$ cat src/hw/rtcal_consts.vh
// constants for the real-time clock, calendar, alarm and timer block
//======================================================================
// Function
// - sixteen byte registers; word pointer advances after every data byte.
// - answer bus address byte A3h for reads and A2h for writes.
// - control and status registers sit at words 00h and 01h.
// - seconds through years counters sit at words 02h to 08h.
// - alarm settings sit at words 09h to 0Ch.
// - clock output control 0Dh, timer control 0Eh, timer value 0Fh.
// - time, calendar and alarm fields are kept in BCD.
// - counters freeze while a read transfer is in progress.
// - an alarm field takes part only when its top bit is zero.
// - the alarm condition sets the alarm flag, which may drive the interrupt.
// - the alarm flag stays set until software clears it.
// - timer source is 4096, 64, 1 or 1/60 Hz; timer can be disabled.
// - the timer counts down from an 8-bit binary value software loads.
// - each countdown end sets the timer flag; only software clears it.
// - pulse-select picks timer interrupt as pulse per period or flag level.
// - reading the timer value returns the live countdown value.
// - square wave out at 32.768 kHz, 1024, 32 or 1 Hz; 32.768 kHz default.
// - square wave enabled after reset; when disabled the pin is released.
// - stopped oscillator holds internal reset of bus logic and registers.
// - supply low sets a flag in seconds; it stays until software clears it.
// - interrupt output is open-drain and active low.
`ifndef RTCAL_CONSTS_VH
`define RTCAL_CONSTS_VH

//======================================================================
// bus addresses
`define RTCAL_DEV_WR 8'hA2
`define RTCAL_DEV_RD 8'hA3

//======================================================================
// word addresses
`define RTCAL_A_CS1 4'h0
`define RTCAL_A_CS2 4'h1
`define RTCAL_A_SEC 4'h2
`define RTCAL_A_MIN 4'h3
`define RTCAL_A_HOUR 4'h4
`define RTCAL_A_DAY 4'h5
`define RTCAL_A_WDAY 4'h6
`define RTCAL_A_MON 4'h7
`define RTCAL_A_YEAR 4'h8
`define RTCAL_A_ALM0 4'h9
`define RTCAL_A_ALM3 4'hC
`define RTCAL_A_CLK 4'hD
`define RTCAL_A_TCTL 4'hE
`define RTCAL_A_TVAL 4'hF

//======================================================================
// field positions
`define RTCAL_CS1_MASK 8'hA8
`define RTCAL_CS1_STOP 5
`define RTCAL_CS2_TIP 4
`define RTCAL_CS2_ALM_FLAG 3
`define RTCAL_CS2_TMR_FLAG 2
`define RTCAL_CS2_AIE 1
`define RTCAL_CS2_TIE 0
`define RTCAL_TOP 7

//======================================================================
// reset values
`define RTCAL_RST_CS1 8'h00
`define RTCAL_RST_CS2 5'h00
`define RTCAL_RST_SEC 7'h00
`define RTCAL_RST_LOW_FLAG 1'b1
`define RTCAL_RST_ALM 8'h80
`define RTCAL_RST_CLK 3'h4
`define RTCAL_RST_TCTL 3'h3
`define RTCAL_RST_DAY 6'h01
`define RTCAL_RST_MON 5'h01

//======================================================================
// timing
`define RTCAL_CORE_CLK_NS 4
`define RTCAL_OSC_STOP_NS 100000
`define RTCAL_OSC_STOP_CYC (`RTCAL_OSC_STOP_NS / `RTCAL_CORE_CLK_NS)

`endif

$ cat src/hw/rtcal_i2c_slave.v
// serial bus slave with auto-incrementing word pointer
`timescale 1ns/10ps
`default_nettype none
`include "rtcal_consts.vh"

module rtcal_i2c_slave (
	// clock and reset
	input wire core_clk_i,
	input wire rst_i,
	// bus pins
	input wire scl_i,
	input wire sda_i,
	output wire sda_o,
	output wire sda_oe_o,
	// register side
	input wire [7:0] rd_data_i,
	output wire [3:0] ptr_o,
	output wire [7:0] wr_data_o,
	output wire wr_stb_o,
	output wire rd_busy_o
);

//======================================================================
// states
localparam S_IDLE = 3'd0;
localparam S_RX = 3'd1;
localparam S_ACK = 3'd2;
localparam S_TX = 3'd3;
localparam S_RACK = 3'd4;
localparam R_DEV = 2'd0;
localparam R_WORD = 2'd1;
localparam R_DATA = 2'd2;

reg [1:0] scl_sy_ff;
reg [1:0] sda_sy_ff;
reg scl_d_ff;
reg sda_d_ff;
reg [2:0] state_ff;
reg [1:0] role_ff;
reg [3:0] cnt_ff;
reg [7:0] sh_ff;
reg [3:0] ptr_ff;
reg sda_oe_ff;
reg wr_stb_ff;
reg rd_ff;

wire scl_s = scl_sy_ff[1];
wire sda_s = sda_sy_ff[1];
wire scl_rise = scl_s & ~scl_d_ff;
wire scl_fall = ~scl_s & scl_d_ff;
wire bus_start = scl_s & scl_d_ff & sda_d_ff & ~sda_s;
wire bus_stop = scl_s & scl_d_ff & ~sda_d_ff & sda_s;

//======================================================================
// protocol engine
always @(posedge core_clk_i or posedge rst_i) begin
	if (rst_i) begin
		scl_sy_ff <= 2'h3;
		sda_sy_ff <= 2'h3;
		scl_d_ff <= 1'b1;
		sda_d_ff <= 1'b1;
		state_ff <= S_IDLE;
		role_ff <= R_DEV;
		cnt_ff <= 4'h0;
		sh_ff <= 8'h00;
		ptr_ff <= 4'h0;
		sda_oe_ff <= 1'b0;
		wr_stb_ff <= 1'b0;
		rd_ff <= 1'b0;
	end else begin
		scl_sy_ff <= {scl_sy_ff[0], scl_i};
		sda_sy_ff <= {sda_sy_ff[0], sda_i};
		scl_d_ff <= scl_s;
		sda_d_ff <= sda_s;
		wr_stb_ff <= 1'b0;
		if (wr_stb_ff)
			ptr_ff <= ptr_ff + 4'h1;
		if (bus_start) begin
			state_ff <= S_RX;
			role_ff <= R_DEV;
			cnt_ff <= 4'h0;
			sda_oe_ff <= 1'b0;
			rd_ff <= 1'b0;
		end else if (bus_stop) begin
			state_ff <= S_IDLE;
			sda_oe_ff <= 1'b0;
			rd_ff <= 1'b0;
		end else begin
			case (state_ff)
			S_RX: begin
				if (scl_rise && cnt_ff != 4'h8) begin
					sh_ff <= {sh_ff[6:0], sda_s};
					cnt_ff <= cnt_ff + 4'h1;
				end else if (scl_fall && cnt_ff == 4'h8) begin
					cnt_ff <= 4'h0;
					case (role_ff)
					R_DEV: begin
						if (sh_ff == `RTCAL_DEV_WR) begin
							sda_oe_ff <= 1'b1;
							state_ff <= S_ACK;
							role_ff <= R_WORD;
						end else if (sh_ff == `RTCAL_DEV_RD) begin
							sda_oe_ff <= 1'b1;
							state_ff <= S_ACK;
							rd_ff <= 1'b1;
						end else begin
							state_ff <= S_IDLE;
						end
					end
					R_WORD: begin
						ptr_ff <= sh_ff[3:0];
						sda_oe_ff <= 1'b1;
						state_ff <= S_ACK;
						role_ff <= R_DATA;
					end
					default: begin
						wr_stb_ff <= 1'b1;
						sda_oe_ff <= 1'b1;
						state_ff <= S_ACK;
					end
					endcase
				end
			end
			S_ACK: begin
				if (scl_fall) begin
					cnt_ff <= 4'h0;
					if (rd_ff) begin
						state_ff <= S_TX;
						sh_ff <= rd_data_i;
						sda_oe_ff <= ~rd_data_i[7];
					end else begin
						state_ff <= S_RX;
						sda_oe_ff <= 1'b0;
					end
				end
			end
			S_TX: begin
				if (scl_fall) begin
					if (cnt_ff == 4'h7) begin
						sda_oe_ff <= 1'b0;
						state_ff <= S_RACK;
						ptr_ff <= ptr_ff + 4'h1;
					end else begin
						sh_ff <= {sh_ff[6:0], 1'b0};
						sda_oe_ff <= ~sh_ff[6];
						cnt_ff <= cnt_ff + 4'h1;
					end
				end
			end
			S_RACK: begin
				if (scl_rise)
					state_ff <= sda_s ? S_IDLE : S_ACK;
			end
			default: begin
				state_ff <= S_IDLE;
			end
			endcase
		end
	end
end

assign sda_o = 1'b0;
assign sda_oe_o = sda_oe_ff;
assign ptr_o = ptr_ff;
assign wr_data_o = sh_ff;
assign wr_stb_o = wr_stb_ff;
assign rd_busy_o = rd_ff;

endmodule // rtcal_i2c_slave
`default_nettype wire

$ cat src/hw/rtcal_top.v
// real-time clock, calendar, alarm, countdown timer and square wave output
`timescale 1ns/10ps
`default_nettype none
`include "rtcal_consts.vh"

module rtcal_top #(
	parameter [19:0] OSC_STOP_CYC = `RTCAL_OSC_STOP_CYC
) (
	// clock and reset
	input wire core_clk_i,
	input wire rst_i,
	// oscillator and supply monitor
	input wire osc_i,
	input wire supply_low_i,
	// serial bus
	input wire scl_i,
	input wire sda_i,
	output wire sda_o,
	output wire sda_oe_o,
	// interrupt, open drain
	output wire int_n_o,
	output wire int_n_oe_o,
	// square wave, open drain
	output wire square_wave_out_o,
	output wire square_wave_out_oe_o
);

//======================================================================
// functions
function [7:0] bcd_inc;
	input [7:0] v;
	begin
		if (v[3:0] == 4'h9)
			bcd_inc = {v[7:4] + 4'h1, 4'h0};
		else
			bcd_inc = {v[7:4], v[3:0] + 4'h1};
	end
endfunction

function [7:0] month_days;
	input [4:0] mon;
	input [7:0] yr;
	reg leap;
	begin
		leap = yr[4] ? (yr[3:0] == 4'h2 || yr[3:0] == 4'h6) :
			(yr[3:0] == 4'h0 || yr[3:0] == 4'h4 || yr[3:0] == 4'h8);
		case (mon)
		5'h02: month_days = leap ? 8'h29 : 8'h28;
		5'h04, 5'h06, 5'h09, 5'h11: month_days = 8'h30;
		default: month_days = 8'h31;
		endcase
	end
endfunction

//======================================================================
// oscillator watch and internal reset
reg [1:0] osc_sy_ff;
reg osc_d_ff;
reg [19:0] osc_idle_ff;
reg osc_rst_ff;
wire osc_s = osc_sy_ff[1];
wire osc_rise = osc_s & ~osc_d_ff;

always @(posedge core_clk_i or posedge rst_i) begin
	if (rst_i) begin
		osc_sy_ff <= 2'h0;
		osc_d_ff <= 1'b0;
		osc_idle_ff <= 20'h00000;
		osc_rst_ff <= 1'b1;
	end else begin
		osc_sy_ff <= {osc_sy_ff[0], osc_i};
		osc_d_ff <= osc_s;
		if (osc_rise) begin
			osc_idle_ff <= 20'h00000;
			osc_rst_ff <= 1'b0;
		end else if (osc_idle_ff >= OSC_STOP_CYC) begin
			osc_rst_ff <= 1'b1;
		end else begin
			osc_idle_ff <= osc_idle_ff + 20'h00001;
		end
	end
end

wire irst = rst_i | osc_rst_ff;

//======================================================================
// bus slave
wire [3:0] ptr;
wire [7:0] wr_data;
wire wr_stb;
wire rd_busy;
reg [7:0] rd_data;

rtcal_i2c_slave u_slave (
	.core_clk_i(core_clk_i),
	.rst_i(irst),
	.scl_i(scl_i),
	.sda_i(sda_i),
	.sda_o(sda_o),
	.sda_oe_o(sda_oe_o),
	.rd_data_i(rd_data),
	.ptr_o(ptr),
	.wr_data_o(wr_data),
	.wr_stb_o(wr_stb),
	.rd_busy_o(rd_busy)
);

//======================================================================
// registers
reg [7:0] cs1_ff;
reg [4:0] cs2_ff;
reg low_flag_ff;
reg [6:0] sec_ff;
reg [6:0] min_ff;
reg [5:0] hour_ff;
reg [5:0] day_ff;
reg [2:0] wday_ff;
reg [4:0] mon_ff;
reg cent_ff;
reg [7:0] year_ff;
reg [7:0] alm_ff [0:3];
reg [2:0] clk_ctl_ff;
reg [2:0] tmr_ctl_ff;
reg [7:0] tmr_load_ff;
reg [7:0] tmr_cnt_ff;
reg [14:0] div_ff;
reg pend_ff;
reg chk_ff;
reg tmr_pulse_ff;
reg [1:0] low_sy_ff;
reg int_oe_ff;
reg sq_oe_ff;

wire wr_on = wr_stb;
wire stopped = cs1_ff[`RTCAL_CS1_STOP];
wire sec_tick = osc_rise & ~stopped & (div_ff == 15'h7FFF);
wire step = ~rd_busy & (sec_tick | pend_ff);
wire sec_wrap = (sec_ff == 7'h59);
wire min_wrap = sec_wrap & (min_ff == 7'h59);
wire hour_wrap = min_wrap & (hour_ff == 6'h23);
wire day_wrap = hour_wrap & ({2'b00, day_ff} == month_days(mon_ff, year_ff));
wire mon_wrap = day_wrap & (mon_ff == 5'h12);
wire year_wrap = mon_wrap & (year_ff == 8'h99);
wire [7:0] nxt_sec_bcd = bcd_inc({1'b0, sec_ff});
wire [7:0] nxt_min_bcd = bcd_inc({1'b0, min_ff});
wire [7:0] nxt_hour_bcd = bcd_inc({2'b00, hour_ff});
wire [7:0] nxt_day_bcd = bcd_inc({2'b00, day_ff});
wire [7:0] nxt_mon_bcd = bcd_inc({3'b000, mon_ff});
wire [3:0] alm_idx = ptr - `RTCAL_A_ALM0;

//======================================================================
// prescaler and freeze
always @(posedge core_clk_i or posedge irst) begin
	if (irst) begin
		div_ff <= 15'h0000;
		pend_ff <= 1'b0;
		chk_ff <= 1'b0;
		low_sy_ff <= 2'h0;
	end else begin
		low_sy_ff <= {low_sy_ff[0], supply_low_i};
		if (osc_rise & ~stopped)
			div_ff <= div_ff + 15'h0001;
		if (rd_busy)
			pend_ff <= pend_ff | sec_tick;
		else
			pend_ff <= 1'b0;
		chk_ff <= step & sec_wrap;
	end
end

//======================================================================
// time and calendar counters
always @(posedge core_clk_i or posedge irst) begin
	if (irst) begin
		sec_ff <= `RTCAL_RST_SEC;
		low_flag_ff <= `RTCAL_RST_LOW_FLAG;
		min_ff <= 7'h00;
		hour_ff <= 6'h00;
		day_ff <= `RTCAL_RST_DAY;
		wday_ff <= 3'h0;
		mon_ff <= `RTCAL_RST_MON;
		cent_ff <= 1'b0;
		year_ff <= 8'h00;
	end else begin
		// supply low wins over a software clear
		if (low_sy_ff[1])
			low_flag_ff <= 1'b1;
		else if (wr_on && ptr == `RTCAL_A_SEC)
			low_flag_ff <= wr_data[`RTCAL_TOP];
		if (wr_on && ptr >= `RTCAL_A_SEC && ptr <= `RTCAL_A_YEAR) begin
			case (ptr)
			`RTCAL_A_SEC: sec_ff <= wr_data[6:0];
			`RTCAL_A_MIN: min_ff <= wr_data[6:0];
			`RTCAL_A_HOUR: hour_ff <= wr_data[5:0];
			`RTCAL_A_DAY: day_ff <= wr_data[5:0];
			`RTCAL_A_WDAY: wday_ff <= wr_data[2:0];
			`RTCAL_A_MON: begin
				mon_ff <= wr_data[4:0];
				cent_ff <= wr_data[`RTCAL_TOP];
			end
			default: year_ff <= wr_data;
			endcase
		end else if (step) begin
			sec_ff <= sec_wrap ? 7'h00 : nxt_sec_bcd[6:0];
			if (sec_wrap)
				min_ff <= min_wrap ? 7'h00 : nxt_min_bcd[6:0];
			if (min_wrap)
				hour_ff <= hour_wrap ? 6'h00 : nxt_hour_bcd[5:0];
			if (hour_wrap) begin
				day_ff <= day_wrap ? 6'h01 : nxt_day_bcd[5:0];
				wday_ff <= (wday_ff == 3'h6) ? 3'h0 : wday_ff + 3'h1;
			end
			if (day_wrap)
				mon_ff <= mon_wrap ? 5'h01 : nxt_mon_bcd[4:0];
			if (mon_wrap) begin
				year_ff <= year_wrap ? 8'h00 : bcd_inc(year_ff);
				if (year_wrap)
					cent_ff <= ~cent_ff;
			end
		end
	end
end

//======================================================================
// alarm compare
wire alm_any = ~(alm_ff[0][7] & alm_ff[1][7] & alm_ff[2][7] & alm_ff[3][7]);
wire alm_hit = alm_any & chk_ff &
	(alm_ff[0][7] | (alm_ff[0][6:0] == min_ff)) &
	(alm_ff[1][7] | (alm_ff[1][5:0] == hour_ff)) &
	(alm_ff[2][7] | (alm_ff[2][5:0] == day_ff)) &
	(alm_ff[3][7] | (alm_ff[3][2:0] == wday_ff));

//======================================================================
// countdown timer
reg tmr_src;
always @* begin
	case (tmr_ctl_ff[1:0])
	2'd0: tmr_src = osc_rise & ~stopped & (div_ff[2:0] == 3'h7);
	2'd1: tmr_src = osc_rise & ~stopped & (div_ff[8:0] == 9'h1FF);
	2'd2: tmr_src = sec_tick;
	default: tmr_src = step & sec_wrap;
	endcase
end

wire tmr_end = tmr_ctl_ff[`RTCAL_TOP - 5] & tmr_src & (tmr_cnt_ff <= 8'h01);

//======================================================================
// control, alarm and timer registers
integer i;
always @(posedge core_clk_i or posedge irst) begin
	if (irst) begin
		cs1_ff <= `RTCAL_RST_CS1;
		cs2_ff <= `RTCAL_RST_CS2;
		for (i = 0; i < 4; i = i + 1)
			alm_ff[i] <= `RTCAL_RST_ALM;
		clk_ctl_ff <= `RTCAL_RST_CLK;
		tmr_ctl_ff <= `RTCAL_RST_TCTL;
		tmr_load_ff <= 8'h00;
		tmr_cnt_ff <= 8'h00;
		tmr_pulse_ff <= 1'b0;
	end else begin
		if (wr_on) begin
			case (ptr)
			`RTCAL_A_CS1: cs1_ff <= wr_data & `RTCAL_CS1_MASK;
			`RTCAL_A_CS2: begin
				cs2_ff[`RTCAL_CS2_TIP] <= wr_data[`RTCAL_CS2_TIP];
				cs2_ff[`RTCAL_CS2_AIE] <= wr_data[`RTCAL_CS2_AIE];
				cs2_ff[`RTCAL_CS2_TIE] <= wr_data[`RTCAL_CS2_TIE];
			end
			`RTCAL_A_CLK: clk_ctl_ff <= {wr_data[`RTCAL_TOP], wr_data[1:0]};
			`RTCAL_A_TCTL: tmr_ctl_ff <= {wr_data[`RTCAL_TOP], wr_data[1:0]};
			default: begin
				if (ptr >= `RTCAL_A_ALM0 && ptr <= `RTCAL_A_ALM3)
					alm_ff[alm_idx[1:0]] <= wr_data;
			end
			endcase
		end
		// flags: a hardware set wins over a software clear in the same cycle
		cs2_ff[`RTCAL_CS2_ALM_FLAG] <= alm_hit | (cs2_ff[`RTCAL_CS2_ALM_FLAG] &
			~(wr_on && ptr == `RTCAL_A_CS2 && !wr_data[`RTCAL_CS2_ALM_FLAG]));
		cs2_ff[`RTCAL_CS2_TMR_FLAG] <= tmr_end | (cs2_ff[`RTCAL_CS2_TMR_FLAG] &
			~(wr_on && ptr == `RTCAL_A_CS2 && !wr_data[`RTCAL_CS2_TMR_FLAG]));
		if (wr_on && ptr == `RTCAL_A_TVAL) begin
			tmr_load_ff <= wr_data;
			tmr_cnt_ff <= wr_data;
		end else if (tmr_end) begin
			tmr_cnt_ff <= tmr_load_ff;
		end else if (tmr_ctl_ff[`RTCAL_TOP - 5] & tmr_src) begin
			tmr_cnt_ff <= tmr_cnt_ff - 8'h01;
		end
		if (tmr_end)
			tmr_pulse_ff <= 1'b1;
		else if (osc_rise)
			tmr_pulse_ff <= 1'b0;
	end
end

//======================================================================
// read mux
always @* begin
	case (ptr)
	`RTCAL_A_CS1: rd_data = cs1_ff;
	`RTCAL_A_CS2: rd_data = {3'b000, cs2_ff};
	`RTCAL_A_SEC: rd_data = {low_flag_ff, sec_ff};
	`RTCAL_A_MIN: rd_data = {1'b0, min_ff};
	`RTCAL_A_HOUR: rd_data = {2'b00, hour_ff};
	`RTCAL_A_DAY: rd_data = {2'b00, day_ff};
	`RTCAL_A_WDAY: rd_data = {5'h00, wday_ff};
	`RTCAL_A_MON: rd_data = {cent_ff, 2'b00, mon_ff};
	`RTCAL_A_YEAR: rd_data = year_ff;
	`RTCAL_A_CLK: rd_data = {clk_ctl_ff[2], 5'h00, clk_ctl_ff[1:0]};
	`RTCAL_A_TCTL: rd_data = {tmr_ctl_ff[2], 5'h00, tmr_ctl_ff[1:0]};
	`RTCAL_A_TVAL: rd_data = tmr_cnt_ff;
	default: rd_data = alm_ff[alm_idx[1:0]];
	endcase
end

//======================================================================
// interrupt and square wave pins
reg sq_level;
always @* begin
	case (clk_ctl_ff[1:0])
	2'd0: sq_level = osc_s;
	2'd1: sq_level = div_ff[4];
	2'd2: sq_level = div_ff[9];
	default: sq_level = div_ff[14];
	endcase
end

always @(posedge core_clk_i or posedge irst) begin
	if (irst) begin
		int_oe_ff <= 1'b0;
		sq_oe_ff <= 1'b0;
	end else begin
		int_oe_ff <= (cs2_ff[`RTCAL_CS2_AIE] & cs2_ff[`RTCAL_CS2_ALM_FLAG]) |
			(cs2_ff[`RTCAL_CS2_TIE] & (cs2_ff[`RTCAL_CS2_TIP] ? tmr_pulse_ff :
			cs2_ff[`RTCAL_CS2_TMR_FLAG]));
		sq_oe_ff <= clk_ctl_ff[2] & ~sq_level;
	end
end

assign int_n_o = 1'b0;
assign int_n_oe_o = int_oe_ff;
assign square_wave_out_o = 1'b0;
assign square_wave_out_oe_o = sq_oe_ff;

endmodule // rtcal_top
`default_nettype wire

$ cat config.mk
export PLATFORM = sky130hd
export DESIGN_NAME = rtcal_top
export DESIGN_NICKNAME = d
export VERILOG_FILES = /design/src/hw/rtcal_i2c_slave.v /design/src/hw/rtcal_top.v
export VERILOG_INCLUDE_DIRS = /design/src /design/src/hw
export SDC_FILE = /design/constraint.sdc
export NUM_CORES = 1
export LEC_CHECK = 0
export BUFFER_PORTS_ARGS = -buffer_cell sky130_fd_sc_hd__buf_2
export CAP_MARGIN = 5
export CORE_ASPECT_RATIO = 1.75
export CORE_UTILIZATION = 53
export CTS_CLUSTER_DIAMETER = 120
export DETAILED_ROUTE_END_ITERATION = 7
export PLACE_DENSITY_LB_ADDON = 0.12
export SLEW_MARGIN = 20
export SYNTH_ARGS = -nofsm -noshare
export SYNTH_HDL_FRONTEND = slang
export SYNTH_HIERARCHICAL = 1
export SYNTH_SLANG_ARGS = --single-unit
export TNS_END_PERCENT = 1
$ cat constraint.sdc
create_clock -name core_clk_i -period 8.2 [get_ports core_clk_i]
set_input_delay 0.41 -clock core_clk_i [delete_from_list [all_inputs] [get_ports core_clk_i]]
set_output_delay 0.41 -clock core_clk_i [all_outputs]
set_load 0.03 [all_outputs]
# Word level (Yosys, flattened, before mapping)
# Cells that the tools add are included.
# classes
muxes,139
n_addsub,19
reduce_logical,77
bitwise,61
n_lt_le_gt_ge,8
n_eq_ne,83
# op_table
cell,count
$mux 8,17
$pmux 8 s12,1
$mux 7,11
$mux 6,12
$mux 4,15
$eq 4x4->1 const B,12
$mux 3,15
$mux 20,2
$mux 1,39
$reduce_bool 3->1,13
$add 4x1->4 const B,9
$and 1x1->1,34
$bwmux 32,1
$mux 5,6
$reduce_and 6->1,5
$eq 4x3->1 const B,7
$eq 8x8->1 const B,3
$ne 4x1->1 const B,6
$pmux 8 s3,1
$reduce_and 3->1,8
$reduce_and 4->1,6
$reduce_bool 2->1,12
$ne 2x1->1 const B,11
$add 20x1->20 const B,1
62 further kinds,140
# word_totals
output_inout_bits,6
ff_bits,182
input_bits,6
word_cells,436

# Depth between registers and ports, before layout
# depth
word_depth,14
depth_mapped,13
ltp_nobuf,11

# Hierarchy
# Netlist, hierarchy kept.
# modules_own_cells
mod,cells_each,seq_area_each_um2,area_per_inst_um2,n_inst
rtcal_top,926,3817.4,8994.9,1
rtcal_i2c_slave,182,758.2,1757.9,1

# Worst setup path after synthesis
# OpenSTA, ideal clock, no wires.
# synth_path
kind,reg2reg
start,"register u_slave.ptr_ff[0], in the netlist u_slave/ptr_o[0]"
end,register year_ff[4]
synth_period_minus_slack_ns,2.614
required_time_ns,8.076
setup_time_ns,0.124
setup_slack_ns,5.586
path_buffers,2
stages_incl_launch_ff,11
arrival_ns,2.490
path_cell_list,dfrtp_1 buf_4 inv_1 ha_1 clkbuf_1 nor3_1 nor2_1 o21a_1 nor4_4 a21oi_1 a211o_1
# synth_via
elab_chain_cells,5
word_cells_on_any_way,17
cone_classes,2 x order compare; 7 x eq/ne; 1 x mux; 7 x reduce/logical
# synth_rtl
element,line_no,source
"start, declared",rtcal_i2c_slave.v:42,reg [3:0] ptr_ff;
"start signal, assigned",rtcal_i2c_slave.v:77,ptr_ff <= ptr_ff + 4'h1;
"start signal, assigned",rtcal_i2c_slave.v:111,ptr_ff <= sh_ff[3:0];
"start signal, assigned",rtcal_i2c_slave.v:142,ptr_ff <= ptr_ff + 4'h1;
$ge 4x2->1 (no source line),n/a,
$logic_and 1x1->1 (no source line) (2 in series),n/a,
"$ne 2x2->1 (no source line), or another cell as far along",n/a,
$reduce_and 4->1 (no source line),n/a,
"end signal, assigned",rtcal_top.v:201,default: year_ff <= wr_data;
"end signal, assigned",rtcal_top.v:216,year_ff <= year_wrap ? 8'h00 : bcd_inc(year_ff);
"end, declared",rtcal_top.v:120,reg [7:0] year_ff;
# Several ways; a longest one is shown, not always the timed one.
# A chain may end at the register's enable or synchronous reset.

# Final worst setup path
# layout_path
start,"register u_slave.ptr_ff[0], in the netlist u_slave/ptr_o[0]"
end,register min_ff[0]
# layout_via
elab_chain_cells,5
word_cells_on_any_way,10
cone_classes,2 x order compare; 2 x eq/ne; 1 x mux; 5 x reduce/logical
# layout_rtl
element,line_no,source
$ge 4x2->1 (no source line),n/a,
$logic_and 1x1->1 (no source line) (2 in series),n/a,
$ne 2x1->1 (no source line) or $reduce_bool 2->1 (tied branches),n/a,
$reduce_and 3->1 (no source line),n/a,
"end signal, assigned",rtcal_top.v:193,`RTCAL_A_MIN: min_ff <= wr_data[6:0];
"end signal, assigned",rtcal_top.v:206,min_ff <= min_wrap ? 7'h00 : nxt_min_bcd[6:0];
"end, declared",rtcal_top.v:114,reg [6:0] min_ff;
# Several ways; a longest one is shown, not always the timed one.

==> summary.txt <==
Placement
  • Detailed Place HPWL: roughly 21,000 µm
  • Worst setup slack after placement: between 5 and 6 ns
  • Placed Area: 10,900 µm²
  • Port bufs: 8
  • Final RePlAce weighted congestion: 0.889

GRT
  • Global-route total usage across every layer: 0.296
  • Total global routing overflow: 0
  • Maximum number of pins on one net before global-route repair: 73
  • Wire length of the first global-routing pass: 46,100 µm
  • Vias in the first global route: about 8,500
  • Initial antenna violation count: 0

Worst setup path
  • Critical-path cell list: inv_1 > ha_1 > nor3_1 > nor2_1 > o21a_1 > buf_4 > and3_1 > a21oi_1 > mux2_2
  • Reg-to-reg setup timing slack: 5.18 ns
  • Data arrival time of the critical path: 3.35 ns
  • Crit Path Category: reg2reg
  • Largest stage delay, worst path: 0.53 ns
  • Required time of the worst setup path: 8.54 ns
  • Slowest cell on the critical path: dfrtp_1
  • Critical-path maximum fanout: 33
  • Critical path origin: u_slave/ptr_o[0]
  • Kind of launch point of the worst setup path: register
  • Category of the worst setup path capture point: register
  • FF-to-FF Start: u_slave/ptr_o[0]

Detailed routing
  • DRT Wirelength: approximately 29,000 µm
  • Drt first-iter violations: 634
  • Number of remaining DRC errors: 0
  • Antenna-violating nets left: 0
  • Post-detailed-route via-to-cell ratio: 6.34
  • Number of detailed-routing iterations run before antenna repair: 5
  • Count of vias placed by the detailed router: 8,502
  • Drt wl/cell: ~22 µm

Final layout
  • Antenna diodes: 0
  • Area of all placed cells without fillers: about 12,000 µm²
  • Number of nets in the layout: 1,121
  • Area growth from synthesis to layout: 7.16%
  • Share of the core filled with cells: 0.581
  • Fraction of final layout cells sized beyond drive strength 1: 0.146
  • Layout fillers: 1,793

CTS
  • Clock latency at the later pin of the worst-skew pair: 0.44 ns
  • Clock H-tree levels: 4
  • Clock Sinks: about 180
  • Clock root buffer: clkbuf_16
  • CTS tree: yes
  • CTS clock-pin slew for the worst setup and hold paths: 0.07 ns
  • Hold buffers post-CTS: 0
  • Post-CTS Resized: 0
  • Buffers inserted during post-CTS setup optimization: 0
  • CTS buffer count: 17
  • Clock buffer depth: 2

Logic synthesis
  • Count leader, synth: dfrtp_1
  • Count of state elements after synthesis: approximately 180
  • Fraction of the yosys area taken by sequential cells: 0.426
  • Count of flip-flops with a built-in enable after synthesis: 0
  • Post-synthesis average cell area: 9.70 µm²
  • Proportion of register bits with asynchronous set or reset after synthesis: 1.00
  • Top flip-flop cell by instance count after synthesis: dfrtp_1
  • Share of the synthesized area in the top cell type: 0.384
  • Number of warnings issued by yosys: 6
  • Mapped cell area: 10,800 µm²
  • Most area-consuming cells after synthesis: dfrtp_1, mux2_2, dfstp_2
  • Commonest cells post-synth: dfrtp_1, nand2_1, nor2_1
  • Cells after Synth: 1,108
  • Count of cell types in the netlist: 91
  • Dominant cell type by area after synthesis: dfrtp_1

Timing
  • Hold slack final: 0.0605 ns
  • Worst clock skew: 0.00826 ns
  • Setup violators final: 0
  • Final slew viol count: 0
  • Min Tclk post-route: slightly above 3 ns
  • Normalized max-slew margin: 0.290
  • Unrepaired setup endpoints after global routing: no
  • Fin. Hold Viols: 0
  • Worst-case setup margin in the final layout: ~5.2 ns
  • Final Cycle Share: 0.368
  • Total negative slack for setup checks: 0 ns
  • Measured slew at the worst slew-check pin: 1.06 ns
  • Max Freq: 0.332 GHz

Floorplanning
  • Height of the die: 190 µm
  • Area of the core: 19,800 µm²
  • Initial Utilization: 0.542
  • Number of cell rows: 68
  • Die outline width: 110 µm
  • Die Area: ~21,000 µm²
  • Top-Level Pins: 12

Pwr
  • IR Drop Worst-Case VDD: 0.141 mV
  • Leakage power of the design: 5.11 nW
  • P per Cell Area: 169 nW/µm²

Outcome
  • Result of the run: finished, final reports clean

Worst hold path
  • Classification of the worst-slack hold path: in2reg
  • Min-Delay Startpoint: scl_i

Job
  • Maxcap violations: 0
==> where the power goes <==
part | internal, mW | switching [mW] | leakage (nW)
clock network | 0.490 | 0.357 | 0.295
registers | 0.930 | 0.0623 | 2.45
logic | 0.0401 | 0.0662 | 2.36
total | 1.46 | 0.486 | 5.11
==> critical path, delay by kind of cell, from the launching register on <==
kind | cells | cell delay, ns
compound gates | 2 | 0.60
fa+ha+maj | 1 | 0.44
mux | 1 | 0.39
simple gates | 3 | 0.57
buf+inv | 2 | 0.38
flops | 1 | 0.53
==> cells in the final DEF, fill, tap and decap left out, types with 13 or more instances in the layout <==
| master | count |
|---|---|
| mux2_2 | 55 |
| dfrtp_1 | 165 |
| nand2_1 | 108 |
| nor3_1 | 24 |
| nor2_1 | 84 |
| a22o_1 | 13 |
| a31oi_1 | 14 |
| nand3_1 | 34 |
| xor2_1 | 21 |
| o21ai_0 | 80 |
| nand4_1 | 14 |
| and2_1 | 14 |
| inv_1 | 37 |
| a21oi_1 | 62 |
| clkbuf_16 | 17 |
| xnor2_1 | 30 |
| mux2i_1 | 20 |
| dfstp_2 | 17 |
| ha_1 | 31 |
==> routing by layer <==
| layer | wire length (µm) | share of wire | vias to the layer above | global-route usage |
|---|---|---|---|---|
| li1 | - | - | 3957 | - |
| met1 | 11000 | 0.38 | 4171 | 0.333 |
| met2 | 14900 | 0.52 | 282 | 0.514 |
| met3 | 1390 | 0.048 | 92 | 0.0513 |
| met4 | 1590 | 0.055 | 0 | 0.175 |
| met5 | 0 | 0 | - | 0 |
==> state kept, by name, summed over array words and instances, names as in the netlist, 4 cells and up <==
register / flops
cs2_ff: 5
tmr_cnt_ff: 8
osc_idle_ff: 20
year_ff: 8
u_slave/cnt_ff: 4
alm_ff: 32
div_ff: 15
tmr_load_ff: 8
sec_ff: 7
mon_ff: 5
day_ff: 6
u_slave/wr_data_o: 8
hour_ff: 6
min_ff: 7
u_slave/ptr_o: 4
==> cell type report <==
type	count	area (µm²)	area share
Sequential cell	182	4580	0.397
Timing Repair Buffer	20	130	0.0113
Clock inverter	10	119	0.0103
Multi-Input combinational cell	826	5760	0.500
Clock buffer	22	494	0.0429
Tap cell	245	307	0.0266
Inverter	37	139	0.0121
==> cells by family after synthesis <==
kind of cell    count (synthesis)  synth area share
buf+inv                       101            0.0406
fa+ha+maj                      31            0.0361
xor+xnor                       51            0.0415
simple gates                  383             0.189
flops                         182             0.426
other cells                     2          0.000698
mux                            85            0.0965
compound gates                273             0.170
==> worst paths after layout <==
check / end / cells after the start
setup / recovery: min_ff[0] / 9
hold / removal: u_slave/scl_sy_ff[0] / 1
setup reg to reg: min_ff[0] / 9
hold reg to reg: osc_sy_ff[1] / 0
max in group asynchronous: tmr_load_ff[4] / 3
min in group asynchronous: osc_sy_ff[0] / 2
==> metrics by stage <==
step	power, mW	std cells
CTS	1.96	1342
detailed placement	1.12	1310
floorplan	1.06	1109
finish	1.95	1342
global placement	1.11	1310
global route	2.01	1342
No activity file was read; power rests on OpenSTA's default activity.
